<file path="config.mk">
export PLATFORM = sky130hd
export DESIGN_NAME = pmu_event_status
export DESIGN_NICKNAME = d
export VERILOG_FILES = /design/src/design/pmu_event_sync.v /design/src/design/pmu_event_status.v
export VERILOG_INCLUDE_DIRS = /design/src /design/src/design
export SDC_FILE = /design/constraint.sdc
export NUM_CORES = 1
export LEC_CHECK = 0
export ABC_CLOCK_PERIOD_IN_PS = 1650
export BUFFER_PORTS_ARGS = -buffer_cell sky130_fd_sc_hd__buf_2
export CELL_PAD_IN_SITES_DETAIL_PLACEMENT = 1
export CELL_PAD_IN_SITES_GLOBAL_PLACEMENT = 2
export CORE_MARGIN = 1
export CORE_UTILIZATION = 40
export DETAILED_ROUTE_END_ITERATION = 8
export MAX_ROUTING_LAYER = met4
export PLACE_DENSITY = 0.8
export SLEW_MARGIN = 20
export SYNTH_ARGS = -nofsm -noshare
export SYNTH_HDL_FRONTEND = slang
export SYNTH_HIERARCHICAL = 1
export SYNTH_SLANG_ARGS = --single-unit
</file>
<file path="constraint.sdc">
create_clock -name clk_i -period 1.65 [get_ports clk_i]
set_input_delay 0.165 -clock clk_i [delete_from_list [all_inputs] [get_ports clk_i]]
set_output_delay 0.165 -clock clk_i [all_outputs]
set_load 0.03 [all_outputs]
</file>
<file path="src/design/pmu_event_defines.vh">
// register offsets, field positions and reset values of the event block
`ifndef PMU_EVENT_DEFINES_VH
`define PMU_EVENT_DEFINES_VH

`define ADDR_FLAGS_A     8'h00
`define ADDR_FLAGS_B     8'h01
`define ADDR_ENABLES_A   8'h02
`define ADDR_ENABLES_B   8'h03
`define RESET_BYTE       8'h00
`define UNMAPPED_BYTE    8'hFF
`define BIT_PENDING      0
`define ENABLES_A_MASK   8'hFE
`define LATCH_A_MASK     8'hE0
`define LIVE_A_MASK      8'h1E
`define PENDING_MASK     8'h01
`define SYNC_W           15

`endif

</file>
<file path="src/design/pmu_event_sync.v">
// two-flop synchroniser for a bus of level inputs
`timescale 1ns/1ps
`default_nettype none
module pmu_event_sync #(
  parameter W = 1
) (
  // clock and reset
  input  wire         clk_i,
  input  wire         rst_n_i,
  // levels
  input  wire [W-1:0] async_i,
  output reg  [W-1:0] sync_o
);
  reg [W-1:0] meta_q;
  always @(posedge clk_i or negedge rst_n_i) begin
    if (!rst_n_i) begin
      meta_q <= {W{1'b0}};
      sync_o <= {W{1'b0}};
    end else begin
      meta_q <= async_i;
      sync_o <= meta_q;
    end
  end
endmodule
`default_nettype wire

</file>
<file path="src/design/pmu_event_status.v">
// event flags, enables and open-drain interrupt of the power-management device
//
// Summary of operation
// RL1 - buck2 overload sets flag A bit 7
// RL2 - buck1 overload sets flag A bit 6
// RL3 - charge done sets flag A bit 5
// RL4 - bits 4..1 mirror live states, change interrupts
// RL5 - flags A at 0x00, bit 0 pending
// RL6 - flags B latch switch and buck3 overloads
// RL7 - flags B at 0x01, read-only
// RL8 - enables A at 0x02, bit 0 reserved
// RL9 - writing 0 to pending clears latches
// RL10 - interrupt pin pulled low, otherwise released
// RL11 - flags refresh only when interrupt occurs
// RL12 - undervoltage reset restores every default
// RL13 - enabled OR of events raises interrupt
// RL14 - read-only writes ignored, reserved reads zero
`timescale 1ns/1ps
`default_nettype none
`include "pmu_event_defines.vh"
module pmu_event_status (
  // clock and undervoltage reset
  input  wire       clk_i,
  input  wire       rst_n_i,
  // event sources from the analog side
  input  wire       buck1_overload_i,
  input  wire       buck2_overload_i,
  input  wire       buck3_overload_i,
  input  wire       charge_done_i,
  input  wire       charge_active_i,
  input  wire       battery_good_i,
  input  wire       system_rail_good_i,
  input  wire       adapter_good_i,
  input  wire [6:0] switch_overload_i,
  // register port from the serial slave engine
  input  wire       reg_wr_i,
  input  wire       reg_rd_i,
  input  wire [7:0] reg_addr_i,
  input  wire [7:0] reg_wdata_i,
  output reg  [7:0] reg_rdata_o,
  // open-drain interrupt pin, oe low means pulled low
  output reg        irq_pin_o,
  output reg        irq_pin_oe_n_o
);
  // ------------------------------------------------------------
  // synchronise the analog sources
  // ------------------------------------------------------------
  wire [`SYNC_W-1:0] src_s;
  pmu_event_sync #(.W(`SYNC_W)) u_sync (
    .clk_i   (clk_i),
    .rst_n_i (rst_n_i),
    .async_i ({switch_overload_i, buck3_overload_i, buck2_overload_i, buck1_overload_i,
               charge_done_i, charge_active_i, battery_good_i, system_rail_good_i, adapter_good_i}),
    .sync_o  (src_s)
  );
  // live view of flags A (bit 0 slot unused) and flags B
  wire [7:0] live_a = {src_s[6], src_s[5], src_s[4], src_s[3], src_s[2], src_s[1], src_s[0], 1'b0};
  wire [7:0] live_b = {src_s[14:8], src_s[7]};

  // ------------------------------------------------------------
  // registers
  // ------------------------------------------------------------
  reg  [7:0] flags_a_q;
  reg  [7:0] flags_b_q;
  reg  [7:0] enables_a_q;
  reg  [7:0] enables_b_q;
  reg  [7:0] prev_a_q;
  reg  [7:0] prev_b_q;

  // rising edges for latched bits, any edge for live bits
  wire [7:0] rise_a  = live_a & ~prev_a_q & `LATCH_A_MASK;
  wire [7:0] chg_a   = (live_a ^ prev_a_q) & `LIVE_A_MASK;
  wire [7:0] rise_b  = live_b & ~prev_b_q;
  wire [7:0] trig_a  = (rise_a | chg_a) & enables_a_q;
  wire [7:0] trig_b  = rise_b & enables_b_q;
  wire       event_s = |{trig_a, trig_b};
  wire       pending = flags_a_q[`BIT_PENDING];
  wire       clr_wr  = reg_wr_i && (reg_addr_i == `ADDR_FLAGS_A) && !reg_wdata_i[`BIT_PENDING];

  always @(posedge clk_i or negedge rst_n_i) begin
    if (!rst_n_i) begin
      flags_a_q   <= `RESET_BYTE; // RL12
      flags_b_q   <= `RESET_BYTE; // RL12
      enables_a_q <= `RESET_BYTE; // RL12
      enables_b_q <= `RESET_BYTE; // RL12
      prev_a_q    <= `RESET_BYTE;
      prev_b_q    <= `RESET_BYTE;
    end else begin
      prev_a_q <= live_a;
      prev_b_q <= live_b;
      if (event_s) begin
        // snapshot taken only on an interrupt; new events win over a clear
        flags_a_q <= ((flags_a_q & `LATCH_A_MASK & {8{!clr_wr}}) | (live_a & `LATCH_A_MASK)
                     | (live_a & `LIVE_A_MASK)) | `PENDING_MASK; // RL1 RL2 RL3 RL4 RL11 RL13
        flags_b_q <= (flags_b_q & {8{!clr_wr}}) | live_b; // RL6 RL11
      end else if (clr_wr) begin
        // pending and overload/charge-done latches drop together
        flags_a_q <= flags_a_q & `LIVE_A_MASK; // RL9 RL5
        flags_b_q <= `RESET_BYTE; // RL9
      end
      if (reg_wr_i && reg_addr_i == `ADDR_ENABLES_A) begin
        enables_a_q <= reg_wdata_i & `ENABLES_A_MASK; // RL8 RL14
      end
      if (reg_wr_i && reg_addr_i == `ADDR_ENABLES_B) begin
        enables_b_q <= reg_wdata_i; // RL13
      end
    end
  end

  // ------------------------------------------------------------
  // read data and interrupt pin
  // ------------------------------------------------------------
  reg [7:0] rdata_d;
  always @* begin
    case (reg_addr_i)
      `ADDR_FLAGS_A:   rdata_d = flags_a_q; // RL5
      `ADDR_FLAGS_B:   rdata_d = flags_b_q; // RL7
      `ADDR_ENABLES_A: rdata_d = enables_a_q & `ENABLES_A_MASK; // RL14
      `ADDR_ENABLES_B: rdata_d = enables_b_q;
      default:         rdata_d = `UNMAPPED_BYTE;
    endcase
  end

  always @(posedge clk_i or negedge rst_n_i) begin
    if (!rst_n_i) begin
      reg_rdata_o    <= `RESET_BYTE;
      irq_pin_o      <= 1'b0;
      irq_pin_oe_n_o <= 1'b1;
    end else begin
      if (reg_rd_i) begin
        reg_rdata_o <= rdata_d;
      end
      // driven output is constant low; high level comes from the pull-up
      irq_pin_o      <= 1'b0;
      irq_pin_oe_n_o <= !(event_s || (pending && !clr_wr)); // RL10
    end
  end
endmodule
`default_nettype wire

</file>
# Word-level counts from Yosys, hierarchy flattened
# Cells that the tools add are included.
dict set report totals {
  reg_bits 85
  output_inout_bits 10
}
dict set report classes {
  n_mux 5
  reduce_logical 12
  bitwise 13
  n_eq_ne 3
}
# cell count
set op_table {}
lappend op_table {{bitwise AND 8 bit} 6}
lappend op_table {{2-to-1 mux 8 bit} 4}
lappend op_table {{case mux 8 bit (4 select lines)} 1}
lappend op_table {{== test 8 x 2 -> 1 bit, second input constant} 2}
lappend op_table {{inverter 8 bit} 2}
lappend op_table {{bitwise OR 8 x 5 -> 8 bit} 2}
lappend op_table {{bitwise OR 8 bit} 2}
lappend op_table {{OR reduction 16 bit} 1}
lappend op_table {{== test 8 x 1 -> 1 bit, second input constant} 1}
lappend op_table {{logical NOT 8 bit} 1}
lappend op_table {{logical AND 1 bit} 5}
lappend op_table {{bitwise XOR 5 bit} 1}
lappend op_table {{logical NOT 1 bit} 3}
lappend op_table {{nonzero test 2 bit} 1}
lappend op_table {{logical OR 1 bit} 1}

# Depth between registers and ports, before layout
dict set report logic_depth {
  depth_word 8
  ltp_mapped 6
  mapped_depth_nobuf 5
}

# Modules after synthesis
# The synthesis kept the hierarchy.
# module area_per_inst_um2 instances cells_each seq_area_each_um2
set modules_own_cells {}
lappend modules_own_cells {pmu_event_status 2284.7 1 160 1377.6}
lappend modules_own_cells {pmu_event_sync 750.7 1 30 750.7}

# Worst setup path before layout
# OpenSTA, ideal clock, no wires.
dict set report synth_timing {
  path_kind {register -> register}
  startpoint {register u_sync.sync_o[8]}
  endpoint {register flags_a_q[5]}
  synth_period_minus_slack_ps 1414
  arrival_ps 1293
  path_stages_with_launch 7
  t_required_ps 1529
  path_slack_ps 236
  cell_sequence {dfrtp_1 -> nand3b_1 -> nand4_1 -> nor3_2 -> nand3_4 -> buf_6 -> a22o_1}
}
dict set report synth_between {
  elab_chain_len 4
  word_cells_on_any_way 5
  classes_between {mux (1); bitwise (2); reduce/logical (2)}
}
# item line_no
set synth_lines {}
lappend synth_lines {{start: declaration} pmu_event_sync.v:12} ;# output reg [W-1:0] sync_o
lappend synth_lines {{start signal: assignment} pmu_event_sync.v:18} ;# sync_o <= {W{1'b0}};
lappend synth_lines {{start signal: assignment} pmu_event_sync.v:21} ;# sync_o <= meta_q;
lappend synth_lines {{bitwise AND 8 bit (*)} pmu_event_status.v:73} ;# wire [7:0] rise_b = live_b & ~prev_b_q;
lappend synth_lines {{bitwise AND 8 bit (*)} pmu_event_status.v:75} ;# wire [7:0] trig_b = rise_b & enables_b_q;
lappend synth_lines {{OR reduction 16 bit (*)} pmu_event_status.v:76} ;# wire event_s = |{trig_a, trig_b};
lappend synth_lines {{2-to-1 mux 8 bit or nonzero test 2 bit (tied branches)} n/a}
lappend synth_lines {{end signal: assignment} pmu_event_status.v:82} ;# flags_a_q <= `RESET_BYTE;
lappend synth_lines {{end signal: assignment} pmu_event_status.v:93} ;# flags_a_q <= ((flags_a_q & `LATCH_A_MASK & {8{!clr_wr}}) | (live_a & `LATCH_A_MASK)
lappend synth_lines {{end signal: assignment} pmu_event_status.v:98} ;# flags_a_q <= flags_a_q & `LIVE_A_MASK;
lappend synth_lines {{end: declaration} pmu_event_status.v:63} ;# reg [7:0] flags_a_q;
# Mark *: on every way between the ends. The rest lies on a longest branch, timed or not.
# A chain may end at the register's enable or synchronous reset.

# Final worst setup path
dict set report layout_timing {
  startpoint {register enables_b_q[6]}
  endpoint {register flags_a_q[6]}
}
dict set report layout_between {
  elab_chain_len 3
  word_cells_on_any_way 4
  classes_between {mux (1); bitwise (1); reduce/logical (2)}
}
# item line_no
set layout_lines {}
lappend layout_lines {{start: declaration} pmu_event_status.v:66} ;# reg [7:0] enables_b_q;
lappend layout_lines {{start signal: assignment} pmu_event_status.v:85} ;# enables_b_q <= `RESET_BYTE;
lappend layout_lines {{start signal: assignment} pmu_event_status.v:105} ;# enables_b_q <= reg_wdata_i;
lappend layout_lines {{bitwise AND 8 bit (*)} pmu_event_status.v:75}
lappend layout_lines {{OR reduction 16 bit (*)} pmu_event_status.v:76}
lappend layout_lines {{2-to-1 mux 8 bit or nonzero test 2 bit (tied branches)} n/a}
# Marked as above.

==> qor.yml <==
diodes: 0
highest_layer: "met4"
fmax_mhz: 636
io_buffers: 43
r2r-start: "enables_b_q[6]$_DFFE_PN0P_"
antenna_found_initial: 0
hold_class: "primary input to flop"
drive_gt1_share_pct: 41.1
ys_seq_elements: 85
grt_pass1_vias: 2001
yosysTopAreaCell: "dfrtp_1"
timing.rr.end: "flags_a_q[6]$_DFFE_PN0P_"
final_cell_mix: "dfrtp_1, buf_2, mux2_2"
startpoint_type: "flop"
final_cells: 374
required_ns: 1.90
min_to: "enables_a_q[7]$_DFFE_PN0P_"
final_nets: 305
wl_per_cell_um: 16.6
ys_top_cells_by_area: "dfrtp_1, mux2_2, mux4_2"
hpwl_um: 4090
wl_met1_um: 2760
maxCapViolCount: 0
die_area_um2: 7940
hold_ws_ns: 0.0442
grt_use_total_pct: 19.0
crit_start: "enables_b_q[6]$_DFFE_PN0P_"
fillers: 751
synthesis.nets: 225
ys_seq_area_share_pct: 70.1
postLayoutSetupSlackWorst_ns: 0.0765
clk_latency_ns: 0.36
grt_max_degree: 32
rsz0062_at_grt: "true"
crit_arrival_ns: 1.82
min_from: "reg_wdata_i[7]"
numCtsBuffers: 9
cts_buffer_depth: 2
grt-ovfl-total: 0
hold-path-cell-count: 2
multi_input_area_um2: 886
drtAntennaViolNets: 0
max-vdd-ir-drop_mv: 0.435
power_density_nw_per_um2: 1120
syn_area_per_cell_um2: 16.0
rows: 31
fin_crit_sh_pct: 95.4
core_um2: 7290
die_h_um: 89.1
slew_violations: 0
dp_cells: 341
post-place-ws_ns: 0.0556
drtIter0Drc: 70
start_util_pct: 41.6
p_leak_nw: 1.76
regArea_um2: 2130
grt_pass1_wl_um: 10300
cts_setup_buffers: 0
cts_tree: "done"
viasPerCell: 4.94
fin_crit_ns: 1.57
cts_root_buf: "clkbuf_8"
power_mw: 4.33
syn_area_um2: 3040
layout_commonest_cell: "dfrtp_1"
crit_slowest_cell: "dfrtp_1"
cpPeakStageDelay_ns: 0.40
skew_ns: 0.00815
io_pins: 45
htree_num_levels: 3
gp_congestion: 0.783
dr.pass1.iters: 4
final-hold-violation-count: 0
setup_tns_ns: 0
path_max_fanout: 8
clkTransAtPathRegs_ns: 0.08
outcome: "completed"
cts_sinks: 85
synthDistinctLibCells: 29
synthCells: 190
route.met2.wl_um: 3080
num_vias: 1849
cp_cell_sequence: "nand3b_1 -> nand4_1 -> nor3_4 -> nand3_2 -> a22o_1"
rrSetupSlack_ns: 0.08
dr_wl_met3_um: 246
worstSetupEndpointType: "flop"
areaGrowthSynthToFinish_pct: 27.1
yosysWarnings: 6
drt_wl_total_um: 6190
yosysTopAreaCellShare_pct: 69.2
finalSetupViolations: 0
worstRegToRegCells: 5
drc: 0
crit_type: "flop to flop"
die_w_um: 89.1
[power by group]
part / switching [mW] / total [mW] / leakage, nW / internal (mW)
Sequential: 0.107 / 2.38 / 0.970 / 2.28
Clock: 0.720 / 1.46 / 0.0964 / 0.737
Combinational: 0.209 / 0.492 / 0.698 / 0.283
Total: 1.04 / 4.33 / 1.76 / 3.30
[through the flow]
stage | util [%] | area, um2
floorplan | - | 3040
global placement | 47.7 | 3480
detailed placement | 47.7 | 3480
CTS | 52.5 | 3830
global route | 52.9 | 3860
finish | 52.9 | 3860
[layout make-up]
cell class,count,area share [%]
Multi-Input combinational cell,98,23.0
Sequential cell,85,55.2
Tap cell,99,3.21
Clock inverter,4,1.23
Clock buffer,12,3.76
Inverter,1,0.0973
Timing Repair Buffer,75,13.6
[state kept, by name, summed over array words and instances (netlist names)]
| register | count |
|---|---|
| u_sync/meta_q | 15 |
| u_sync/sync_o | 15 |
| enables_b_q | 8 |
| flags_a_q | 8 |
| flags_b_q | 8 |
| prev_b_q | 8 |
| reg_rdata_o | 8 |
| enables_a_q | 7 |
| prev_a_q | 7 |
| irq_pin_oe_n_o | 1 |
[how the worst max path moves through the flow]
stage / end / slack, ns / depth (start not counted)
detailed placement: flags_a_q[1]$_DFFE_PN0P_ / 0.06 / 4
global placement: flags_a_q[3]$_DFFE_PN0P_ / 0.05 / 4
finish: flags_a_q[6]$_DFFE_PN0P_ / 0.08 / 5
floorplan: flags_a_q[5]$_DFFE_PN0P_ / 0.24 / 6
global route: flags_b_q[6]$_DFFE_PN0P_ / -0.02 / 5
CTS: flags_a_q[1]$_DFFE_PN0P_ / 0.04 / 4
[per-layer routing]
layer,track usage (%),up-vias
met3,5.26,9
li1,-,835
met4,7.36,0
met2,29.7,45
met1,23.7,960
met5,-,-
[worst max-delay path, delay by kind of cell (launching register included)]
| kind | cells | cell delay, ns |
|---|---|---|
| AO/OA/AOI/OAI | 1 | 0.30 |
| flip-flops | 1 | 0.40 |
| AND/OR/NAND/NOR | 4 | 0.76 |
[cell usage after synthesis (all sizes together)]
cell / n
dfrtp: 84
nor2: 21
mux2: 20
a22o: 11
nand3b: 11
a21oi: 9
mux4: 7
buf: 5
nand3: 4
xor2: 4
a22oi: 2
clkbuf: 2
nand4: 2
a21o: 1
a221oi: 1
and3: 1
conb: 1
dfstp: 1
inv: 1
nand4b: 1
nor3: 1
[repair_timing]
item | CTS | global route
setup endpoints to repair | 0 | 15
hold buffers | 16 | 0
hold endpoints to repair | 39 | 0
gates resized for setup | 0 | 3
[logic make-up (layout without fill, tap and decap cells)]
logic type / after synthesis / after routing / synth area share [%]
and+or+nand+nor: 41 / 42 / 8.29
AOI/OAI and AO/OA: 24 / 24 / 6.02
buffers and inverters: 8 / 92 / 1.57
xor gates and xnor gates: 4 / 4 / 1.15
muxes: 27 / 27 / 12.7
other: 1 / 1 / 0.124
DFF: 85 / 85 / 70.1
Power figures use the tool's default switching activity.
